[src/include/lbs_params.svh]
// Offsets, field positions, reset values and timing counts of the LED and supply block
`ifndef LBS_PARAMS_SVH
`define LBS_PARAMS_SVH
`define LBS_IDX_LED_MODE 8'h2B
`define LBS_IDX_BLINK 8'h2C
`define LBS_IDX_SUPPLY 8'h2D
`define LBS_BLINK_RST 8'h00
`define LBS_CROWBAR_RST 2'h3
`define LBS_CODE_1HZ 3'h3
`define LBS_F_LED_CFG 7
`define LBS_F_S45 6
`define LBS_F_LED_POL 7
`define LBS_F_LAST 6
`define LBS_F_POL 5
`define LBS_F_RESUME 2
`define LBS_F_OFF 1
`define LBS_F_BTN 0
`define LBS_CLK_HZ 100_000_000
`define LBS_TICKS_PER_S 24
`define LBS_TICK_CYCLES (`LBS_CLK_HZ / `LBS_TICKS_PER_S)
`define LBS_CROWBAR_MS0 500
`define LBS_CROWBAR_MS1 1000
`define LBS_CROWBAR_MS2 1250
`define LBS_CROWBAR_MS3 2000
`define LBS_MS_TICKS(ms) ((ms) * `LBS_TICKS_PER_S / 1000 + 1)
`endif

[src/include/lbs_pkg.sv]
// Types shared by the LED and supply control block
package lbs_pkg;
  typedef enum logic [1:0] {
    LBS_MODE_SW = 2'b00,
    LBS_MODE_HW1 = 2'b01,
    LBS_MODE_HW2 = 2'b10,
    LBS_MODE_RSV = 2'b11
  } lbs_led_mode_t;
  typedef enum logic {
    LBS_BUS_IDLE = 1'b0,
    LBS_BUS_ACK = 1'b1
  } lbs_bus_state_t;
endpackage

[src/include/lbs_blink_if.sv]
// Blink codes in, blink levels and time base tick out
`timescale 1ns/100ps
interface lbs_blink_if;
  logic [2:0] code_one;
  logic [2:0] code_two;
  logic level_one;
  logic level_two;
  logic tick;
  modport gen (input code_one, input code_two, output level_one, output level_two, output tick);
  modport user (output code_one, output code_two, input level_one, input level_two, input tick);
endinterface

[src/hw/lbs_blink_gen.sv]
// Shared slow time base and the two blink-rate decoders
`timescale 1ns/100ps
`include "lbs_params.svh"
module lbs_blink_gen
  import lbs_pkg::*;
#(
  parameter int TICK_CYCLES = `LBS_TICK_CYCLES
)(
  input wire logic i_clk,
  input wire logic i_rst_n,
  lbs_blink_if.gen bl
);
  // Phase runs 0..95 in 1/24 s steps: one 4 s period of the slowest rate
  logic [26:0] pre_reg, pre_next;
  logic [6:0] ph_reg, ph_next;
  logic tick_reg, tick_next;
  logic lvl1_reg, lvl1_next, lvl2_reg, lvl2_next;

  function automatic logic blink_level(input logic [2:0] code, input logic [6:0] ph);
    case (code)
      3'h0: blink_level = 1'b0;
      3'h1: blink_level = (ph < 7'd12);
      3'h2: blink_level = ((ph % 7'd48) < 7'd12);
      3'h3: blink_level = ((ph % 7'd24) < 7'd12);
      3'h4: blink_level = ((ph % 7'd12) < 7'd6);
      3'h5: blink_level = ((ph % 7'd8) < 7'd4);
      3'h6: blink_level = ((ph % 7'd6) < 7'd3);
      default: blink_level = 1'b1;
    endcase
  endfunction

  always_comb begin
    tick_next = (pre_reg == 27'(TICK_CYCLES - 1));
    pre_next = tick_next ? 27'h000_0000 : pre_reg + 27'h000_0001;
    ph_next = ph_reg;
    if (tick_next) begin
      ph_next = (ph_reg == 7'd95) ? 7'h00 : ph_reg + 7'h01;
    end
    lvl1_next = blink_level(bl.code_one, ph_reg);
    lvl2_next = blink_level(bl.code_two, ph_reg);
  end

  always_ff @(posedge i_clk or negedge i_rst_n) begin
    if (!i_rst_n) begin
      pre_reg <= 27'h000_0000;
      ph_reg <= 7'h00;
      tick_reg <= 1'b0;
      lvl1_reg <= 1'b0;
      lvl2_reg <= 1'b0;
    end else begin
      pre_reg <= pre_next;
      ph_reg <= ph_next;
      tick_reg <= tick_next;
      lvl1_reg <= lvl1_next;
      lvl2_reg <= lvl2_next;
    end
  end

  assign bl.tick = tick_reg;
  assign bl.level_one = lvl1_reg;
  assign bl.level_two = lvl2_reg;
endmodule // lbs_blink_gen

[src/hw/lbs_supply_led.sv]
// LED blink and power-supply-on control registers with their logic
`timescale 1ns/100ps
`include "lbs_params.svh"
module lbs_supply_led
  import lbs_pkg::*;
#(
  parameter int TICK_CYCLES = `LBS_TICK_CYCLES
)(
  input wire logic i_clk,
  input wire logic i_rst_n,
  input wire logic [9:0] i_avs_address,
  input wire logic i_avs_read,
  input wire logic i_avs_write,
  input wire logic [31:0] i_avs_writedata,
  output logic [31:0] o_avs_readdata,
  output logic o_avs_waitrequest,
  input wire logic i_main_power_good,
  input wire logic i_sleep_s3_in,
  input wire logic i_supply_on_polarity_strap,
  output logic o_supply_on_out,
  output logic o_indicator_one,
  output logic o_indicator_two
);
  // ****************************************
  // Register bus
  // ****************************************
  lbs_bus_state_t bus_reg, bus_next;
  logic [31:0] rdata_reg, rdata_next;
  logic [7:0] idx;
  logic wr_go, wr_mode, wr_blink, wr_supply;

  // Battery-backed state; cleared only by the standby power-up reset
  lbs_led_mode_t mode_reg, mode_next;
  logic [7:0] blink_reg, blink_next;
  logic led_pol_reg, led_pol_next;
  logic last_reg, last_next;
  logic pol_reg, pol_next;
  logic strap_done_reg, strap_done_next;
  logic [1:0] crow_reg, crow_next;
  logic resume_reg, resume_next;
  logic btn_reg, btn_next;

  function automatic logic [7:0] read_mux(input logic [7:0] i);
    case (i)
      `LBS_IDX_LED_MODE: read_mux = {4'h0, mode_reg, 2'h0};
      `LBS_IDX_BLINK: read_mux = blink_reg;
      `LBS_IDX_SUPPLY: read_mux = {led_pol_reg, last_reg & ~btn_reg, pol_reg,
                                   crow_reg, resume_reg, 1'b0, btn_reg};
      default: read_mux = 8'h00;
    endcase
  endfunction

  assign idx = i_avs_address[9:2];
  assign o_avs_waitrequest = (i_avs_read | i_avs_write) & (bus_reg != LBS_BUS_ACK);
  assign wr_go = i_avs_write & (bus_reg == LBS_BUS_ACK);
  assign wr_mode = wr_go & (idx == `LBS_IDX_LED_MODE);
  assign wr_blink = wr_go & (idx == `LBS_IDX_BLINK);
  assign wr_supply = wr_go & (idx == `LBS_IDX_SUPPLY);

  always_comb begin
    bus_next = bus_reg;
    rdata_next = rdata_reg;
    case (bus_reg)
      LBS_BUS_IDLE: begin
        if (i_avs_read | i_avs_write) begin
          bus_next = LBS_BUS_ACK;
        end
        if (i_avs_read) begin
          rdata_next = {24'h00_0000, read_mux(idx)};
        end
      end
      LBS_BUS_ACK: bus_next = LBS_BUS_IDLE;
      default: bus_next = LBS_BUS_IDLE;
    endcase
  end

  always_ff @(posedge i_clk or negedge i_rst_n) begin
    if (!i_rst_n) begin
      bus_reg <= LBS_BUS_IDLE;
      rdata_reg <= 32'h0000_0000;
    end else begin
      bus_reg <= bus_next;
      rdata_reg <= rdata_next;
    end
  end

  assign o_avs_readdata = rdata_reg;

  // ****************************************
  // Power events and time base
  // ****************************************
  logic pg_prev_reg, s3_prev_reg;
  logic power_up, power_drop, s3_change;
  lbs_blink_if bl ();

  // First edge after reset sees a main power rise and settles on from the sleep input
  assign power_up = i_main_power_good & ~pg_prev_reg;
  assign power_drop = ~i_main_power_good & pg_prev_reg;
  assign s3_change = i_sleep_s3_in ^ s3_prev_reg;

  lbs_blink_gen #(
    .TICK_CYCLES(TICK_CYCLES)
  ) u_blink (
    .i_clk(i_clk),
    .i_rst_n(i_rst_n),
    .bl(bl)
  );

  // ****************************************
  // Configuration registers
  // ****************************************
  logic on_reg, on_next;

  always_comb begin
    mode_next = mode_reg;
    blink_next = blink_reg;
    led_pol_next = led_pol_reg;
    last_next = last_reg;
    pol_next = pol_reg;
    strap_done_next = 1'b1;
    crow_next = crow_reg;
    resume_next = resume_reg;
    btn_next = btn_reg;
    if (!strap_done_reg) begin
      pol_next = i_supply_on_polarity_strap;
    end
    if (wr_mode) begin
      mode_next = lbs_led_mode_t'(i_avs_writedata[3:2]);
    end
    if (wr_blink) begin
      blink_next = i_avs_writedata[7:0];
    end
    // Hardware load wins over a software write in the same cycle
    if (power_drop && mode_reg == LBS_MODE_HW1) begin
      blink_next[5:3] = `LBS_CODE_1HZ;
    end
    if (wr_supply) begin
      led_pol_next = i_avs_writedata[`LBS_F_LED_POL];
      crow_next = i_avs_writedata[4:3];
      resume_next = i_avs_writedata[`LBS_F_RESUME];
      btn_next = i_avs_writedata[`LBS_F_BTN];
    end
    if (power_drop) begin
      last_next = on_reg;
    end
  end

  always_ff @(posedge i_clk or negedge i_rst_n) begin
    if (!i_rst_n) begin
      mode_reg <= LBS_MODE_SW;
      blink_reg <= `LBS_BLINK_RST;
      led_pol_reg <= 1'b0;
      last_reg <= 1'b0;
      pol_reg <= 1'b0;
      strap_done_reg <= 1'b0;
      crow_reg <= `LBS_CROWBAR_RST;
      resume_reg <= 1'b0;
      btn_reg <= 1'b0;
      pg_prev_reg <= 1'b0;
      s3_prev_reg <= 1'b0;
    end else begin
      mode_reg <= mode_next;
      blink_reg <= blink_next;
      led_pol_reg <= led_pol_next;
      last_reg <= last_next;
      pol_reg <= pol_next;
      strap_done_reg <= strap_done_next;
      crow_reg <= crow_next;
      resume_reg <= resume_next;
      btn_reg <= btn_next;
      pg_prev_reg <= i_main_power_good;
      s3_prev_reg <= i_sleep_s3_in;
    end
  end

  // ****************************************
  // Supply-on control and crowbar
  // ****************************************
  logic [5:0] crow_cnt_reg, crow_cnt_next;
  logic [5:0] crow_limit;
  logic off_cmd, crow_trip;
  logic pin_reg, pin_next;

  function automatic logic [5:0] crow_ticks(input logic [1:0] sel);
    case (sel)
      2'h0: crow_ticks = 6'(`LBS_MS_TICKS(`LBS_CROWBAR_MS0));
      2'h1: crow_ticks = 6'(`LBS_MS_TICKS(`LBS_CROWBAR_MS1));
      2'h2: crow_ticks = 6'(`LBS_MS_TICKS(`LBS_CROWBAR_MS2));
      default: crow_ticks = 6'(`LBS_MS_TICKS(`LBS_CROWBAR_MS3));
    endcase
  endfunction

  assign crow_limit = crow_ticks(crow_reg);
  assign off_cmd = wr_supply & i_avs_writedata[`LBS_F_OFF] & ~btn_reg;
  // Compare with >= so a limit lowered in mid-count still trips
  assign crow_trip = on_reg & ~i_main_power_good & (crow_cnt_reg >= crow_limit);

  always_comb begin
    on_next = on_reg;
    crow_cnt_next = crow_cnt_reg;
    if (s3_change) begin
      on_next = i_sleep_s3_in;
    end
    if (power_up) begin
      on_next = resume_reg ? last_reg : i_sleep_s3_in;
    end
    if (off_cmd || crow_trip) begin
      on_next = 1'b0;
    end
    if (!on_reg || i_main_power_good || crow_trip) begin
      crow_cnt_next = 6'h00;
    end else if (bl.tick) begin
      crow_cnt_next = crow_cnt_reg + 6'h01;
    end
    pin_next = pol_next ? on_next : ~on_next;
  end

  always_ff @(posedge i_clk or negedge i_rst_n) begin
    if (!i_rst_n) begin
      on_reg <= 1'b0;
      crow_cnt_reg <= 6'h00;
      pin_reg <= 1'b0;
    end else begin
      on_reg <= on_next;
      crow_cnt_reg <= crow_cnt_next;
      pin_reg <= pin_next;
    end
  end

  assign o_supply_on_out = pin_reg;

  // ****************************************
  // Indicator outputs
  // ****************************************
  logic lit1, lit2;
  logic ind1_reg, ind1_next, ind2_reg, ind2_next;

  assign bl.code_one = blink_reg[2:0];
  assign bl.code_two = blink_reg[5:3];

  always_comb begin
    lit1 = bl.level_one;
    lit2 = bl.level_two;
    if (mode_reg == LBS_MODE_HW2 && !blink_reg[`LBS_F_S45] && !on_reg) begin
      lit1 = 1'b0;
    end
    if (mode_reg == LBS_MODE_RSV) begin
      lit1 = 1'b0;
      lit2 = 1'b0;
    end
    if (!blink_reg[`LBS_F_LED_CFG] && lit1) begin
      lit2 = 1'b0;
    end
    ind1_next = lit1 ^ led_pol_reg;
    ind2_next = lit2 ^ led_pol_reg;
  end

  always_ff @(posedge i_clk or negedge i_rst_n) begin
    if (!i_rst_n) begin
      ind1_reg <= 1'b0;
      ind2_reg <= 1'b0;
    end else begin
      ind1_reg <= ind1_next;
      ind2_reg <= ind2_next;
    end
  end

  assign o_indicator_one = ind1_reg;
  assign o_indicator_two = ind2_reg;
endmodule // lbs_supply_led

[config.mk]
export PLATFORM = sky130hd
export DESIGN_NAME = lbs_supply_led
export DESIGN_NICKNAME = d
export VERILOG_FILES = /design/src/include/lbs_pkg.sv /design/src/include/lbs_blink_if.sv /design/src/hw/lbs_blink_gen.sv /design/src/hw/lbs_supply_led.sv
export VERILOG_INCLUDE_DIRS = /design/src /design/src/include
export SDC_FILE = /design/constraint.sdc
export NUM_CORES = 1
export LEC_CHECK = 0
export ABC_AREA = 1
export BUFFER_PORTS_ARGS = -buffer_cell sky130_fd_sc_hd__buf_2
export CELL_PAD_IN_SITES_DETAIL_PLACEMENT = 0
export CELL_PAD_IN_SITES_GLOBAL_PLACEMENT = 1
export CORE_ASPECT_RATIO = 1.4
export CORE_MARGIN = 2
export CORE_UTILIZATION = 44
export CTS_CLUSTER_DIAMETER = 30
export DETAILED_ROUTE_END_ITERATION = 6
export PLACE_DENSITY = 0.89
export RECOVER_POWER = 100
export SYNTH_ARGS = -nofsm -noshare
export SYNTH_HDL_FRONTEND = slang
export SYNTH_SLANG_ARGS = --single-unit
[constraint.sdc]
create_clock -name i_clk -period 4.05 [get_ports i_clk]
set_input_delay 0.81 -clock i_clk [delete_from_list [all_inputs] [get_ports i_clk]]
set_output_delay 0.81 -clock i_clk [all_outputs]
set_load 0.01 [all_outputs]
==> results.ini <==
[setup_path]
critPathMaxFanout=5
critPathLaunchType=flip-flop
critPathArrivalTime_ns=2.71
path_cells=ha_1 > nand3_1 > nor2_1 > clkinv_1 > nor3_1 > nand3_1 > nor3_1 > or2_2 > nand3_1 > inv_1
required_ns=4.33
cp_common_cell=nand3_1
critPathMaxStageDelay_ns=0.43
crit_slowest_cell=nor3_1
cp-end-kind=flip-flop
critical_path_class=flip-flop to flip-flop

[logic_synthesis]
synth_cell_type_count=42
synth_top_family_by_area=simple AND/OR/NAND/NOR gates
synth_xor_area_frac=0.0457
synthAdderAreaFrac=0.0312
synth_area_leaders=dfrtp_1 (42%), nand2_1 (9.3%), inv_1 (6.4%), xor2_1 (4.4%), nand3_1 (4.3%)
synth.top_cells.by_count=nand2_1 (109), inv_1 (75), dfrtp_1 (74)
synthArstFlopShare=1.00
ys_seq_area_frac=0.432
yosys.area_share.simple=0.288
synth_most_common_cell=nand2_1
ys.flop_type=dfrtp_1
yosys.area.top_type_share=0.420
syn_area_um2=4410
synth-compound-area-share=0.0875
synthMuxAreaShare=0.00227
ys_ff_latch=76
synth_cells=555
synth_edf_count=0
synth_area_per_cell_um2=7.94
ys_warn_count=0
yosys.area.top_type=dfrtp_1

[sta]
tightest_slew_ns=1.88
finalCritPeriodShare=0.600
rsz0062_at_grt=false
max_clock_freq_ghz=0.412
tns_ns=0
drv_slew=77
fin_skew_ns=0.0118
finalCriticalPeriod_ns=2.43
hold_viol=0
max_slew_margin=-0.254
finalSetupViolCount=0

[floorplan]
row_count=43
core_um2=9850
dieArea_um2=10800
die_w_um=88.6
io_pins=85
fp.dieH_um=122
initial_core_util=0.447

[layout]
syn_to_final_growth_pct=11.2
nets=655
antennaDiodeCount=0
largest_reg_flops=27
layout-drive-gt1-share=0.0733

[global_routing]
grt_max_degree=77
grt_pass1_wl_um=16000
grt_pass1_vias=3626
antenna_found_initial=0
grt_overflow_total=0
global_route.usage.total=0.189

[clocking]
root_buffer=clkbuf_16
cts_setup_buffers=0
cts_buffers=9
htreeDepth=3
clkTransAtPathRegs_ns=0.06
clk_latency_ns=0.34
clockBufferDepth=2
cts_tree=done
ctsResizeCount=0
holdBufCountCts=0
cts.sinks=76

[routing]
drt_iter0_markers=149
wl_met2_um=4920
wl_met3_um=363
final_antenna_net_count=0
drt-total-wl_um=9530
post_drt_wl_per_cell_um=13.0
wl_met1_um=4050
drt_first_pass_iters=4
drc=0
vias=3757
top_layer=met4
detail_route.vias_per_cell=5.11

[place]
hpwl_um=7110
port_buffers=34
place_congestion=0.869

[run_status]
outcome=complete, but fails checks
violations=capacitance limit, slew limit

[power_and_ir_drop]
ir_worst_vdd_mv=0.223
leakagePower_nw=2.40
power.total_mw=1.81
p_per_area_nw_per_um2=370

[job]
maxCapViolCount=1

[worst_hold_path]
hold_class=flip-flop to flip-flop

stage by stage:
stage               hold slack (ns)  instance area (um^2)  setup WS (ns)  cells   util
finish                        0.478                  4900           1.62    735  0.498
global route                  0.501                  4900           1.40    735  0.498
CTS                           0.479                  4980           1.87    735  0.505
detailed placement            0.464                  4640           1.51    719  0.471
global placement              0.464                  4640           1.59    719  0.471
floorplan                     0.453                  4490           2.17    578      -
cells by family (layout without fill, tap and decap cells):
family | after synthesis | count (layout)
buffers and inverters | 106 | 128
other | 2 | 25
DFF | 76 | 76
and+or+nand+nor | 267 | 267
adders and majority gates | 11 | 11
AOI/OAI and AO/OA | 69 | 69
xor gates and xnor gates | 23 | 23
muxes | 1 | 1
report_power, final:
| part | internal, mW | switching [mW] | leakage (nW) |
|---|---|---|---|
| Combinational | 0.0329 | 0.0815 | 1.27 |
| Clock | 0.591 | 0.308 | 0.166 |
| Sequential | 0.786 | 0.0130 | 0.965 |
critical path: cells and delay by family (launching register included):
kind / cells / cell delay, ns
adders and majority gates: 1 / 0.22
buffers and inverters: 2 / 0.18
and+or+nand+nor: 7 / 1.54
DFF: 1 / 0.41
placed cells by master, fill, tap and decap left out, types with 3 or more instances in the layout:
cell type and count:
nand2_1 109, inv_1 75, dfrtp_1 74, nor2_1 49
nand3_1 42, o21ai_0 33, conb_1 25, nor3_1 23
nand4_1 22, xor2_1 22, clkbuf_1 17, buf_2 17
a21oi_1 16, ha_1 11, clkbuf_16 9, o22ai_1 8
nor4_1 5, nor2_2 3, nor3b_1 3, nand3b_1 3
clkbuf_8 3
final timing paths:
| path | start | endpoint | slack (ns) | cells after the start |
|---|---|---|---|---|
| max | u_blink.pre_reg[0] | u_blink.pre_reg[26] | 1.62 | 10 |
| max in group asynchronous | i_rst_n | u_blink.pre_reg[19] | 1.96 | 1 |
| min | o_avs_readdata[5] | o_avs_readdata[5] | 0.48 | 2 |
| max reg2reg | u_blink.pre_reg[0] | u_blink.pre_reg[26] | 1.62 | 10 |
| min reg2reg | o_avs_readdata[5] | o_avs_readdata[5] | 0.48 | 2 |
| min in group asynchronous | i_rst_n | o_avs_readdata[3] | 0.97 | 1 |
routing by layer:
layer	GRT usage	up-vias
li1	-	1864
met1	0.225	1800
met2	0.323	74
met3	0.0437	19
met4	0.0814	0
met5	0	-
cell type report:
cell class / instances / area [um^2]
flip-flops and latches: 76 / 1900
clock buffers: 13 / 270
multi-input cells: 396 / 2040
inverters: 78 / 293
fillers: 998 / 4950
well taps: 135 / 169
repair buffers: 34 / 150
clock inverters: 3 / 68.8
Note: power is estimated with default switching activity, not from simulation.
